<file path="config.mk">
export PLATFORM = sky130hd
export DESIGN_NAME = failsafe_fault_manager
export DESIGN_NICKNAME = d
export VERILOG_FILES = /design/src/verilog/failsafe_fault_pkg.sv /design/src/verilog/failsafe_fault_manager.sv
export SDC_FILE = /design/constraint.sdc
export NUM_CORES = 1
export LEC_CHECK = 0
export ABC_AREA = 1
export CORE_MARGIN = 8
export CORE_UTILIZATION = 50
export DETAILED_ROUTE_END_ITERATION = 8
export DONT_BUFFER_PORTS = 1
export GPL_TIMING_DRIVEN = 0
export PLACE_DENSITY = 0.73
export SLEW_MARGIN = 20
export SYNTH_ARGS = -nofsm -noshare
export SYNTH_HDL_FRONTEND = slang
export SYNTH_SLANG_ARGS = --single-unit
</file>
<file path="constraint.sdc">
create_clock -name clk_sys -period 7.9 [get_ports clk_sys]
set_input_delay 0.395 -clock clk_sys [delete_from_list [all_inputs] [get_ports clk_sys]]
set_output_delay 0.395 -clock clk_sys [all_outputs]
set_load 0.005 [all_outputs]
</file>
<file path="src/verilog/failsafe_fault_pkg.sv">
// constants, register map and types of the fail-safe fault manager
package failsafe_fault_pkg;
    localparam int NUM_CH = 24;
    // clock and timing
    localparam int CLK_PERIOD_NS = 100;
    localparam int BLANK_STEP_NS = 1000;
    localparam int OPEN_DEG_NS = 10000;
    localparam int RETRY_PERIOD_MS = 10;
    localparam int BLANK_STEP_CYC = (BLANK_STEP_NS + CLK_PERIOD_NS - 1) / CLK_PERIOD_NS;
    localparam int OPEN_DEG_CYC = (OPEN_DEG_NS + CLK_PERIOD_NS - 1) / CLK_PERIOD_NS;
    localparam int RETRY_CYC_DEF = RETRY_PERIOD_MS * 1000000 / CLK_PERIOD_NS;
    // register byte addresses
    localparam logic [4:0] REG_CTRL = 5'h00;
    localparam logic [4:0] REG_CHK_EN = 5'h04;
    localparam logic [4:0] REG_FLAGS = 5'h08;
    localparam logic [4:0] REG_OPEN = 5'h0C;
    localparam logic [4:0] REG_STATUS = 5'h10;
    localparam logic [4:0] REG_RETRY = 5'h14;
    // control register fields
    localparam int CTRL_FCLR_BIT = 0;
    localparam int CTRL_RCLR_BIT = 1;
    localparam int CTRL_GROUP_BIT = 2;
    localparam int CTRL_LEVEL_LSB = 8;
    localparam int CTRL_PROBE_LSB = 16;
    localparam int CTRL_BLANK_LSB = 24;
    // flag register fields
    localparam int FLG_WARN = 0;
    localparam int FLG_UNDER = 1;
    localparam int FLG_REF = 2;
    localparam int FLG_HWARN = 3;
    localparam int FLG_HPROT = 4;
    localparam int FLG_RESTART = 5;
    localparam int FLG_OUT = 6;
    localparam int FLG_GLOBAL = 7;
    // status register fields
    localparam int ST_ERR = 0;
    localparam int ST_DIAG = 1;
    localparam int ST_REGUL = 2;
    // reset values
    localparam logic [4:0] LEVEL_RST = 5'h00;
    localparam logic [3:0] PROBE_RST = 4'h0;
    localparam logic [3:0] BLANK_RST = 4'h0;
    localparam logic [23:0] CHK_EN_RST = 24'hFFFFFF;
    localparam logic RESTART_FLAG_RST = 1'b1;
    // warning level code 0 stands for 4 V, one volt per code
    localparam logic [5:0] WARN_BASE_V = 6'h04;
    localparam logic [6:0] PROBE_MUL = 7'h04;
    localparam logic [6:0] PROBE_ADD = 7'h04;
    localparam int SYNC_W = 6;
    typedef enum logic {CH_RUN, CH_RETRY} chan_state_t;
endpackage

</file>
<file path="src/verilog/failsafe_fault_manager.sv">
// fail-safe fault manager: flags, error pin, output shutoff and open-load retry
// How it works
// RULE1 - low supply sets warning and global flags
// RULE2 - flags latch; clear bit self-resets after write
// RULE3 - open detection only above warning level
// RULE4 - warning level 4 V to 35 V, 1 V steps
// RULE5 - undervoltage holds error pin, sets flags
// RULE6 - undervoltage disables outputs; recovery re-enables them
// RULE7 - reference open or short sets flags, pin
// RULE8 - reference fault turns outputs off while it lasts
// RULE9 - heat warning sets flags, no output action
// RULE10 - heat protection disables outputs, holds pin, flags
// RULE11 - below hysteresis resume outputs, release pin
// RULE12 - shutdown stops regulator, pin low, restart defaults
// RULE13 - restart clear bit clears restart, global flags
// RULE14 - open check only for long enough pulses
// RULE15 - open after blank plus deglitch: pin, flags
// RULE16 - open channel gets retry pulse every 10 ms
// RULE17 - retry current numerator is code*4+4 over 64
// RULE18 - retried channel recovers after qualified good level
// RULE19 - group option turns all channels off on fault
// RULE20 - disabled channel runs and reports no diagnostics
// RULE21 - comparator inputs synchronised and duration qualified; code qualifies only open_cmp, monitor inputs are only synchronised
//
// The Avalon-MM register port and the register addresses were left to the implementer.
`timescale 1ns/1ns
module failsafe_fault_manager
    import failsafe_fault_pkg::*;
#(
    parameter int unsigned RETRY_CYC = RETRY_CYC_DEF
) (
    // clock and reset
    input wire logic clk_sys,
    input wire logic rstn,
    // avalon-mm slave
    input wire logic [4:0] avs_address,
    input wire logic avs_read,
    input wire logic avs_write,
    input wire logic [31:0] avs_writedata,
    input wire logic [3:0] avs_byteenable,
    output logic [31:0] avs_readdata,
    output logic avs_waitrequest,
    // analog monitor inputs and pwm on-time
    input wire logic [5:0] supply_volts,
    input wire logic supply_under_det,
    input wire logic ref_open_det,
    input wire logic ref_short_det,
    input wire logic heat_warn_det,
    input wire logic heat_protect_det,
    input wire logic heat_shutdown_det,
    input wire logic [NUM_CH-1:0] open_cmp,
    input wire logic [NUM_CH-1:0] pwm_on,
    // outputs to drivers and pins
    output logic [NUM_CH-1:0] chan_enable,
    output logic [NUM_CH-1:0] retry_pulse,
    output logic [6:0] retry_current_num,
    output logic regulator_output,
    output logic diag_active,
    output logic err_pin_o,
    output logic err_pin_oe
);
    // configuration and pulses
    logic fault_clear_r;
    logic restart_clear_r;
    logic group_shutoff_option_r;
    logic [4:0] supply_warn_level_r;
    logic [3:0] probe_current_code_r;
    logic [3:0] blank_code_r;
    logic [NUM_CH-1:0] channel_check_enable_r;
    // flags
    logic supply_warn_flag_r;
    logic supply_under_flag_r;
    logic ref_flag_r;
    logic heat_warn_flag_r;
    logic heat_protect_flag_r;
    logic restart_flag_r;
    logic out_flag_r;
    logic global_flag_r;
    logic [NUM_CH-1:0] open_load_flag_r;
    // synchronisers
    logic [SYNC_W-1:0] mon_meta_r;
    logic [SYNC_W-1:0] mon_r;
    logic [NUM_CH-1:0] open_meta_r;
    logic [NUM_CH-1:0] open_r;
    logic warn_r;
    // channel state
    chan_state_t st_r [NUM_CH];
    logic [8:0] qual_cnt_r [NUM_CH];
    logic [NUM_CH-1:0] open_set;
    logic [NUM_CH-1:0] in_retry;
    logic [31:0] retry_cnt_r;
    // bus
    logic waitreq_r;
    logic [31:0] rdata_r;
    logic [31:0] rdata_nxt;
    logic wr_go;
    wire logic under_s = mon_r[0];
    wire logic ref_s = mon_r[1] | mon_r[2];
    wire logic hwarn_s = mon_r[3];
    wire logic hprot_s = mon_r[4];
    wire logic hshut_s = mon_r[5];
    wire logic [8:0] qual_lim = 9'(blank_code_r) * 9'(BLANK_STEP_CYC) + 9'(OPEN_DEG_CYC);
    wire logic [31:0] pulse_len = 32'(qual_lim) + 32'h00000002;
    wire logic retry_win = retry_cnt_r < pulse_len;
    wire logic all_off = under_s | ref_s | hprot_s | hshut_s;
    wire logic any_fault = |in_retry;
    // comparator synchronisers and supply warning compare [RULE21]
    always_ff @(posedge clk_sys or negedge rstn) begin
        if (!rstn) begin
            mon_meta_r <= '0;
            mon_r <= '0;
            open_meta_r <= '0;
            open_r <= '0;
            warn_r <= 1'b0;
        end else begin
            mon_meta_r <= {heat_shutdown_det, heat_protect_det, heat_warn_det,
                           ref_short_det, ref_open_det, supply_under_det};
            mon_r <= mon_meta_r;
            open_meta_r <= open_cmp;
            open_r <= open_meta_r;
            warn_r <= supply_volts < (6'(supply_warn_level_r) + WARN_BASE_V); // [RULE4]
        end
    end

    // avalon handshake: waitrequest drops one cycle after a request
    assign wr_go = avs_write & ~waitreq_r;
    always_ff @(posedge clk_sys or negedge rstn) begin
        if (!rstn) begin
            waitreq_r <= 1'b1;
            rdata_r <= '0;
        end else if ((avs_read | avs_write) & waitreq_r) begin
            waitreq_r <= 1'b0;
            rdata_r <= rdata_nxt;
        end else begin
            waitreq_r <= 1'b1;
        end
    end

    always_comb begin
        rdata_nxt = '0;
        if (avs_address == REG_CTRL) begin
            rdata_nxt[CTRL_GROUP_BIT] = group_shutoff_option_r;
            rdata_nxt[CTRL_LEVEL_LSB +: 5] = supply_warn_level_r;
            rdata_nxt[CTRL_PROBE_LSB +: 4] = probe_current_code_r;
            rdata_nxt[CTRL_BLANK_LSB +: 4] = blank_code_r;
        end else if (avs_address == REG_CHK_EN) begin
            rdata_nxt[NUM_CH-1:0] = channel_check_enable_r;
        end else if (avs_address == REG_FLAGS) begin
            rdata_nxt[FLG_WARN] = supply_warn_flag_r;
            rdata_nxt[FLG_UNDER] = supply_under_flag_r;
            rdata_nxt[FLG_REF] = ref_flag_r;
            rdata_nxt[FLG_HWARN] = heat_warn_flag_r;
            rdata_nxt[FLG_HPROT] = heat_protect_flag_r;
            rdata_nxt[FLG_RESTART] = restart_flag_r;
            rdata_nxt[FLG_OUT] = out_flag_r;
            rdata_nxt[FLG_GLOBAL] = global_flag_r;
        end else if (avs_address == REG_OPEN) begin
            rdata_nxt[NUM_CH-1:0] = open_load_flag_r;
        end else if (avs_address == REG_STATUS) begin
            rdata_nxt[ST_ERR] = err_pin_oe;
            rdata_nxt[ST_DIAG] = diag_active;
            rdata_nxt[ST_REGUL] = regulator_output;
        end else if (avs_address == REG_RETRY) begin
            rdata_nxt[NUM_CH-1:0] = in_retry;
        end
    end

    assign avs_readdata = rdata_r;
    assign avs_waitrequest = waitreq_r;

    // configuration; held at defaults while the regulator is off [RULE12]
    always_ff @(posedge clk_sys or negedge rstn) begin
        if (!rstn) begin
            group_shutoff_option_r <= 1'b0;
            supply_warn_level_r <= LEVEL_RST;
            probe_current_code_r <= PROBE_RST;
            blank_code_r <= BLANK_RST;
            channel_check_enable_r <= CHK_EN_RST;
        end else if (hshut_s) begin
            group_shutoff_option_r <= 1'b0;
            supply_warn_level_r <= LEVEL_RST;
            probe_current_code_r <= PROBE_RST;
            blank_code_r <= BLANK_RST;
            channel_check_enable_r <= CHK_EN_RST;
        end else if (wr_go && avs_address == REG_CTRL) begin
            if (avs_byteenable[0]) begin
                group_shutoff_option_r <= avs_writedata[CTRL_GROUP_BIT];
            end
            if (avs_byteenable[1]) begin
                supply_warn_level_r <= avs_writedata[CTRL_LEVEL_LSB +: 5];
            end
            if (avs_byteenable[2]) begin
                probe_current_code_r <= avs_writedata[CTRL_PROBE_LSB +: 4];
            end
            if (avs_byteenable[3]) begin
                blank_code_r <= avs_writedata[CTRL_BLANK_LSB +: 4];
            end
        end else if (wr_go && avs_address == REG_CHK_EN) begin
            for (int b = 0; b < 3; b++) begin
                if (avs_byteenable[b]) begin
                    channel_check_enable_r[b*8 +: 8] <= avs_writedata[b*8 +: 8];
                end
            end
        end
    end

    // self-clearing clear bits, high for one cycle after the write [RULE2] [RULE13]
    always_ff @(posedge clk_sys or negedge rstn) begin
        if (!rstn) begin
            fault_clear_r <= 1'b0;
            restart_clear_r <= 1'b0;
        end else begin
            fault_clear_r <= wr_go && avs_address == REG_CTRL && avs_byteenable[0]
                             && avs_writedata[CTRL_FCLR_BIT];
            restart_clear_r <= wr_go && avs_address == REG_CTRL && avs_byteenable[0]
                               && avs_writedata[CTRL_RCLR_BIT];
        end
    end

    // latched flags; a set in the clear cycle wins
    always_ff @(posedge clk_sys or negedge rstn) begin
        if (!rstn) begin
            supply_warn_flag_r <= 1'b0;
            supply_under_flag_r <= 1'b0;
            ref_flag_r <= 1'b0;
            heat_warn_flag_r <= 1'b0;
            heat_protect_flag_r <= 1'b0;
            out_flag_r <= 1'b0;
            open_load_flag_r <= '0;
        end else if (hshut_s) begin
            supply_warn_flag_r <= 1'b0;
            supply_under_flag_r <= 1'b0;
            ref_flag_r <= 1'b0;
            heat_warn_flag_r <= 1'b0;
            heat_protect_flag_r <= 1'b0;
            out_flag_r <= 1'b0;
            open_load_flag_r <= '0;
        end else begin
            supply_warn_flag_r <= warn_r | (supply_warn_flag_r & ~fault_clear_r); // [RULE1]
            supply_under_flag_r <= under_s | (supply_under_flag_r & ~fault_clear_r); // [RULE5]
            ref_flag_r <= ref_s | (ref_flag_r & ~fault_clear_r); // [RULE7]
            heat_warn_flag_r <= hwarn_s | (heat_warn_flag_r & ~fault_clear_r); // [RULE9]
            heat_protect_flag_r <= hprot_s | (heat_protect_flag_r & ~fault_clear_r); // [RULE10]
            out_flag_r <= (|open_set) | (out_flag_r & ~fault_clear_r); // [RULE15]
            open_load_flag_r <= open_set | (open_load_flag_r & ~{NUM_CH{fault_clear_r}});
        end
    end

    // restart and global flags [RULE12] [RULE13]
    always_ff @(posedge clk_sys or negedge rstn) begin
        if (!rstn) begin
            restart_flag_r <= RESTART_FLAG_RST;
            global_flag_r <= RESTART_FLAG_RST;
        end else begin
            restart_flag_r <= hshut_s | (restart_flag_r & ~restart_clear_r);
            global_flag_r <= hshut_s | warn_r | under_s | ref_s | hwarn_s | hprot_s
                             | (|open_set)
                             | (global_flag_r & ~fault_clear_r & ~restart_clear_r);
        end
    end

    // shared retry period counter [RULE16]
    always_ff @(posedge clk_sys or negedge rstn) begin
        if (!rstn) begin
            retry_cnt_r <= '0;
        end else if (retry_cnt_r >= RETRY_CYC - 1) begin
            retry_cnt_r <= '0;
        end else begin
            retry_cnt_r <= retry_cnt_r + 32'h00000001;
        end
    end

    // per-channel open detection and retry
    for (genvar i = 0; i < NUM_CH; i++) begin : g_ch
        wire logic diag_ok = channel_check_enable_r[i] & ~warn_r & ~hshut_s; // [RULE3] [RULE20]
        assign in_retry[i] = st_r[i] == CH_RETRY;
        assign open_set[i] = st_r[i] == CH_RUN && diag_ok && pwm_on[i] && open_r[i]
                             && qual_cnt_r[i] >= qual_lim;
        always_ff @(posedge clk_sys or negedge rstn) begin
            if (!rstn) begin
                st_r[i] <= CH_RUN;
                qual_cnt_r[i] <= '0;
            end else begin
                case (st_r[i])
                    CH_RUN: begin
                        // count only inside the on-time; short pulses restart it [RULE14]
                        if (diag_ok && pwm_on[i] && open_r[i]) begin
                            if (qual_cnt_r[i] >= qual_lim) begin
                                st_r[i] <= CH_RETRY; // [RULE15]
                                qual_cnt_r[i] <= '0;
                            end else begin
                                qual_cnt_r[i] <= qual_cnt_r[i] + 9'h001; // [RULE21]
                            end
                        end else begin
                            qual_cnt_r[i] <= '0;
                        end
                    end
                    CH_RETRY: begin
                        if (!diag_ok) begin
                            st_r[i] <= CH_RUN;
                            qual_cnt_r[i] <= '0;
                        end else if (retry_win && !open_r[i]) begin
                            if (qual_cnt_r[i] >= qual_lim) begin
                                st_r[i] <= CH_RUN; // [RULE18]
                                qual_cnt_r[i] <= '0;
                            end else begin
                                qual_cnt_r[i] <= qual_cnt_r[i] + 9'h001;
                            end
                        end else begin
                            qual_cnt_r[i] <= '0;
                        end
                    end
                    default: begin
                        st_r[i] <= CH_RUN;
                    end
                endcase
            end
        end
    end

    // driver outputs, error pin and regulator
    always_ff @(posedge clk_sys or negedge rstn) begin
        if (!rstn) begin
            chan_enable <= '0;
            retry_pulse <= '0;
            retry_current_num <= PROBE_ADD;
            regulator_output <= 1'b1;
            diag_active <= 1'b0;
            err_pin_o <= 1'b0;
            err_pin_oe <= 1'b0;
        end else begin
            if (all_off) begin
                chan_enable <= '0; // [RULE6] [RULE8] [RULE10] [RULE11]
            end else if (group_shutoff_option_r && any_fault) begin
                chan_enable <= '0; // [RULE19]
            end else begin
                chan_enable <= ~in_retry; // [RULE16]
            end
            retry_pulse <= all_off ? '0 : in_retry & {NUM_CH{retry_win}};
            retry_current_num <= 7'(probe_current_code_r) * PROBE_MUL + PROBE_ADD; // [RULE17]
            regulator_output <= ~hshut_s; // [RULE12]
            diag_active <= ~warn_r; // [RULE3]
            err_pin_o <= 1'b0;
            err_pin_oe <= all_off | any_fault; // [RULE5] [RULE7] [RULE18]
        end
    end
endmodule

</file>
== Word-level counts from Yosys, hierarchy flattened ==
Cells that the tools add are included.

* Eq/ne operators: 6
* $lt $le $gt $ge: 27
* Reduce and logical (&&, ||, !) cells: 214
* Multiplexer cells: 309
* Bitwise logic cells: 113
* Add/subtract/negate cells: 29
* $mul: 1

{| class="wikitable"
|+ Operators with widths
! cell !! number
|-
| $mux W9 || 96
|-
| $pmux W9 S2 || 24
|-
| $mux W24 || 10
|-
| $add A9 B1 Y9 const B || 24
|-
| $ge A9 B9 Y1 || 24
|-
| $logic_and A1 B1 Y1 || 174
|-
| $mux W1 || 131
|-
| $and A1 B1 Y1 || 59
|-
| $and A24 B24 Y24 || 2
|-
| $not A24 Y24 || 2
|-
| $pmux W1 S2 || 24
|-
| $reduce_or A24 Y1 || 2
|-
| $mux W4 || 9
|-
| $add A32 B1 Y32 const B || 1
|-
| $ge A32 B17 Y1 const B || 1
|-
| $lt A32 B10 Y1 || 1
|-
| $mux W32 || 1
|-
| $mux W8 || 4
|-
| $not A1 Y1 || 29
|-
| $mux W5 || 5
|-
| $logic_not A1 Y1 || 24
|-
| $or A24 B24 Y24 || 1
|-
| $mux W21 || 1
|-
| $or A1 B1 Y1 || 20
|-
| 17 further kinds || 30
|}

* Output and inout port bits: 92
* Logic and storage cells: 779
* Input bits: 105
* Flip-flop bits (word level): 492

== Logic depth before layout (Yosys ltp) ==
* Word-level depth: 10
* Gate-level depth with buffers: 22
* Mapped depth without buffers: 22

== Least setup slack after synthesis ==
No wires, ideal clock.

* Path type: register to register
* From: register blank_code_r[0]
* To: register qual_cnt_r[128] (netlist name)
* Stages on the path, launching flop included: 18
* Arrival: 4.882 ns
* Slack: 2.936 ns
* Data required time: 7.817 ns
* Path through: dfrtp_1 ha_1 ha_1 inv_1 fa_1 nand2_1 o21ai_0 ha_1 nand2_1 inv_1 nand2_1 nand2_1 a21oi_1 nand2_1 clkbuf_1 nor3b_1 nand3_1 o21ai_0

* Longest elaborated chain between the ends: 8

{| class="wikitable"
|+ Ends and longest elaborated chain
! what !! RTL line !! source
|-
| start, declared || failsafe_fault_manager.sv:68 || <nowiki>logic [3:0] blank_code_r;</nowiki>
|-
| start signal, assigned || failsafe_fault_manager.sv:196 || <nowiki>blank_code_r <= avs_writedata[CTRL_BLANK_LSB +: 4];</nowiki>
|-
| $mul A4 B3 Y7 * || failsafe_fault_manager.sv:102 || <nowiki>wire logic [8:0] qual_lim = 9'(blank_code_r) * 9'(BLANK_STEP_CYC) + 9'(OPEN_DEG_CYC);</nowiki>
|-
| $add A8 B7 Y9 * || failsafe_fault_manager.sv:102 ||
|-
| $add A9 B2 Y10 || failsafe_fault_manager.sv:103 || <nowiki>wire logic [31:0] pulse_len = 32'(qual_lim) + 32'h00000002;</nowiki>
|-
| $lt A32 B10 Y1 || failsafe_fault_manager.sv:104 || <nowiki>wire logic retry_win = retry_cnt_r < pulse_len;</nowiki>
|-
| $logic_and A1 B1 Y1 || failsafe_fault_manager.sv:302 || <nowiki>end else if (retry_win && !open_r[i]) begin</nowiki>
|-
| $mux W9 || failsafe_fault_manager.sv:302 ||
|-
| $mux W9 || failsafe_fault_manager.sv:299 || <nowiki>if (!diag_ok) begin</nowiki>
|-
| $pmux W9 S2 * || failsafe_fault_manager.sv:284 || <nowiki>case (st_r[i])</nowiki>
|-
| end signal, assigned by index || failsafe_fault_manager.sv:292 || <nowiki>qual_cnt_r[i] <= qual_cnt_r[i] + 9'h001;</nowiki>
|-
| end signal, assigned by index || failsafe_fault_manager.sv:307 || <nowiki>qual_cnt_r[i] <= qual_cnt_r[i] + 9'h001;</nowiki>
|-
| end, declared || failsafe_fault_manager.sv:88 || <nowiki>logic [8:0] qual_cnt_r [NUM_CH];</nowiki>
|}

Every way passes the cells marked *; elsewhere a longest branch is shown, timed or not.
A chain may end at the register's enable or synchronous reset.

== Worst setup path after layout ==
* From: register blank_code_r[1]
* To: register retry_pulse[8]

* Longest elaborated chain between the ends: 6

{| class="wikitable"
|+ Ends and longest elaborated chain
! what !! RTL line !! source
|-
| $mul A4 B3 Y7 || failsafe_fault_manager.sv:102 ||
|-
| $add A8 B7 Y9 || failsafe_fault_manager.sv:102 ||
|-
| $add A9 B2 Y10 || failsafe_fault_manager.sv:103 ||
|-
| $lt A32 B10 Y1 || failsafe_fault_manager.sv:104 ||
|-
| $and A24 B24 Y24 || failsafe_fault_manager.sv:339 || <nowiki>retry_pulse <= all_off ? '0 : in_retry & {NUM_CH{retry_win}};</nowiki>
|-
| $mux W24 || failsafe_fault_manager.sv:339 ||
|-
| end signal, assigned || failsafe_fault_manager.sv:339 ||
|-
| end, declared || failsafe_fault_manager.sv:55 || <nowiki>output logic [NUM_CH-1:0] retry_pulse,</nowiki>
|}

Every way passes these cells.

==> results.md <==
* Run status: finished, violations left
* Violated checks: negative hold slack
* Longest Clk Path Bufs at 3
* Area growth from synthesis to layout at 13.7%
* CP Data Required Time at 8.32 ns
* # rows at 83
* Crit path buffers/inverters at 3
* Critical Path Start: blank_code_r[1]
* Vias in the first global route at 21016
* Initial Utilization at 50.7%
* Commonest cells post-synth: 484 x nand2_1, 461 x dfrtp_1, 452 x nor2_1
* Crit path max-delay family: XOR/XNOR gates
* Fin Hold WS at -0.499 ns
* Synth area leader: dfrtp_1
* Antenna Nets Post-Route at 0
* Most frequent cell after synthesis: nand2_1
* Worst path arrival time at 6.02 ns
* RSZ-0062 raised after global routing: false
* Vias/cell at 5.59
* 1st-iter DRT viols at 2095
* CP Max Fanout at 15
* Slew HR at 30.5%
* Worst r2r src: blank_code_r[1]
* Std-Cell Core Area at 0.0515 sq mm
* DP Cell Count at 3660
* FF+latch count, synth at 490
* Tmin final at 5.60 ns
* Multi-input gate area at 0.0125 sq mm
* Hold_buf cts at 59
* Nets@finish at 3437
* Number of max-cap violations at 0
* Crit path depth at 16
* Worst skew pair latency at 0.60 ns
* Number of flops mapped to enable cells by yosys at 0
* CP Launch Type: flip-flop
* Highest clock rate at 179 MHz
* Clk_skew at 0.0207 ns
* Register Area at 0.0123 sq mm
* Clk sinks at 490
* TritonCTS Buffers at 51
* Final Core Density at 57.6%
* Setup TNS at 0 ns
* Hold Fails Final Rpt at 471
* Layout cells sized above 1 at 7.67%
* CP endpoint: retry_pulse[8]
* CTS tree: built
* Slew at the pin with the worst max-slew slack at 1.04 ns
* Sequential area share after synthesis at 47.1%
* FF-to-FF setup slack at 2.30 ns
* Yosys warning total at 0
* Die width at 244 microns
* Initial antenna violation count at 12
* Global Route Usage Sum at 24.0%
* Post-route DRC at 0
* Final std cells w/o fill at 3820
* Maximum vdd drop at 0.179 mV
* Vias at 21355
* Average wire per standard cell at 19.3 microns
* Pin count of the biggest net entering global routing at 491
* FF-to-FF End: retry_pulse[8]
* Gp weighted congestion at 0.944
* CP max stage delay at 0.73 ns
* Post-CTS resize count at 0
* CTS root buf: clkbuf_16
* Slowest CP cell: xor2_4
* Async set-or-reset flop fraction in the synthesized netlist at 100%
* Fill cells at 4384
* IO buf count at 0
* Min-Delay Path Class: in2async
* Main synth FF type: dfrtp_1
* IO Count at 197
* CP Capture Type: flip-flop
* WL final at 73600 microns
* Crit path kind: reg2reg
* Die H at 244 microns
* Crit-path cells: buf_16 > ha_1 > ha_1 > inv_1 > fa_1 > xnor2_1 > nor2_1 > xor2_4 > xor2_1 > ha_1 > a21oi_1 > o21ai_0 > o21bai_1 > nand2_4 > buf_1 > nor3_1
* Pwr Density at 194 mW/mm^2
* Yosys cell types at 48
* # setup viols final at 0
* Mapped Area at 0.0261 sq mm
* Die Area at 0.0598 sq mm
* Clock transition at path regs at 0.06 ns
* Grt ovf at 0
* P_leak at 14.4 nW
* Crit path top cell by count: ha_1
* Worst Reg-to-Reg Cells at 16
* Number of H-tree levels at 2
* Period utilization at 70.9%
* Synth top area share at 44.2%
* First-pass GRT wire length at 114000 microns
* Synth area leaders: dfrtp_1 44%, ha_1 11%, nand2_1 7.0%, nor2_1 6.5%, inv_1 4.4%
* Max-slew violation count at 0
* 1st-pass router iterations at 6
* Gate Count Post-Synth at 2948
* Setup bufs post-CTS at 0
* Detail Placement HPWL at 52800 microns
* Syn avg cell area at 8.85 sq um
through the flow:
stage | total power, W | setup slack (ns) | area [sq um]
after floorplan | 0.00303 | 2.94 | 26200
after global placement | 0.00319 | -1.40 | 27000
after detailed placement | 0.00328 | 2.54 | 27300
after CTS | 0.00579 | 2.49 | 29600
after global routing | 0.00598 | 2.15 | 29700
final | 0.00577 | 2.30 | 29700
logic make-up (layout without fill, tap and decap cells):
kind of cell | after synthesis | in the layout | share of synthesized area [%]
fa+ha+maj | 240 | 240 | 11.5
xor+xnor | 165 | 165 | 5.54
simple gates | 1358 | 1358 | 23.2
buf+inv | 356 | 518 | 5.36
other cells | 2 | 32 | 0.0288
compound gates | 337 | 337 | 7.19
flops | 490 | 490 | 47.1
per-layer routing:
metal	global-route usage (%)	wire [microns]	vias to the layer above
met5	0	52	-
met4	10.1	2860	8
met3	6.25	7340	186
met2	37.6	32900	851
met1	31.5	30400	10380
li1	-	-	9930
flip-flops by register name (all words and copies together) (netlist names), 4 cells and up:
register and cells:
retry_current_num 5, channel_check_enable_r 24, open_meta_r 24, mon_meta_r 6, in_retry 24, blank_code_r 4, supply_warn_level_r 5, open_r 24
avs_readdata 28, chan_enable 24, retry_pulse 24, mon_r 6, probe_current_code_r 4, qual_cnt_r 216, open_load_flag_r 24, retry_cnt_r 32
how the worst min path moves through the flow:
stage	start	endpoint	slack [ns]	cells after the start
finish	rstn	qual_cnt_r[22]	-0.50	0
global route	rstn	qual_cnt_r[22]	-0.52	0
CTS	rstn	qual_cnt_r[23]	-0.51	0
detailed placement	rstn	qual_cnt_r[23]	0.13	0
global placement	rstn	qual_cnt_r[23]	0.13	0
floorplan	rstn	avs_readdata[0]	0.1	0
power by group:
group | leakage, nW | switching [W] | internal [W] | total, W
clock network | 0.853 | 0.00101 | 0.00148 | 0.00248
registers | 6.52 | 0.0000503 | 0.00258 | 0.00263
logic | 7.07 | 0.000425 | 0.000225 | 0.000650
cells in the final DEF (no fill, tap or decap), drive strengths merged, types with 3 or more instances in the layout:
cell type    Yosys  final
dfrtp          461    461
a21o            11     11
a31oi            4      4
xnor2           45     45
buf             20     31
inv            305    305
o221ai          14     14
clkinv           1     12
xor2           120    120
a21oi          144    144
a31o             7      7
nand2          516    516
nand3          223    223
o21a             5      5
nor3b           11     11
a211oi           3      3
clkbuf          30    105
dfstp           29     29
conb             2     23
ha             239    239
dlygate4sd3      0     59
nand3b          39     39
nor4             7      7
o21ai          134    134
bufinv           0      5
o21bai          14     14
nor3            33     33
nand4           46     46
or2              9      9
diode            0      9
nor2           472    472
final cells by class:
type	count	area share (%)
sequential	490	41.5
timing repair buffer	70	2.80
buffer	50	0.835
multi-input combinational	2123	42.3
clock buffer	75	5.09
inverter	306	3.88
antenna	9	0.0759
clock inverter	17	0.717
tap	680	2.87
Note: power is estimated with default switching activity, not from simulation.
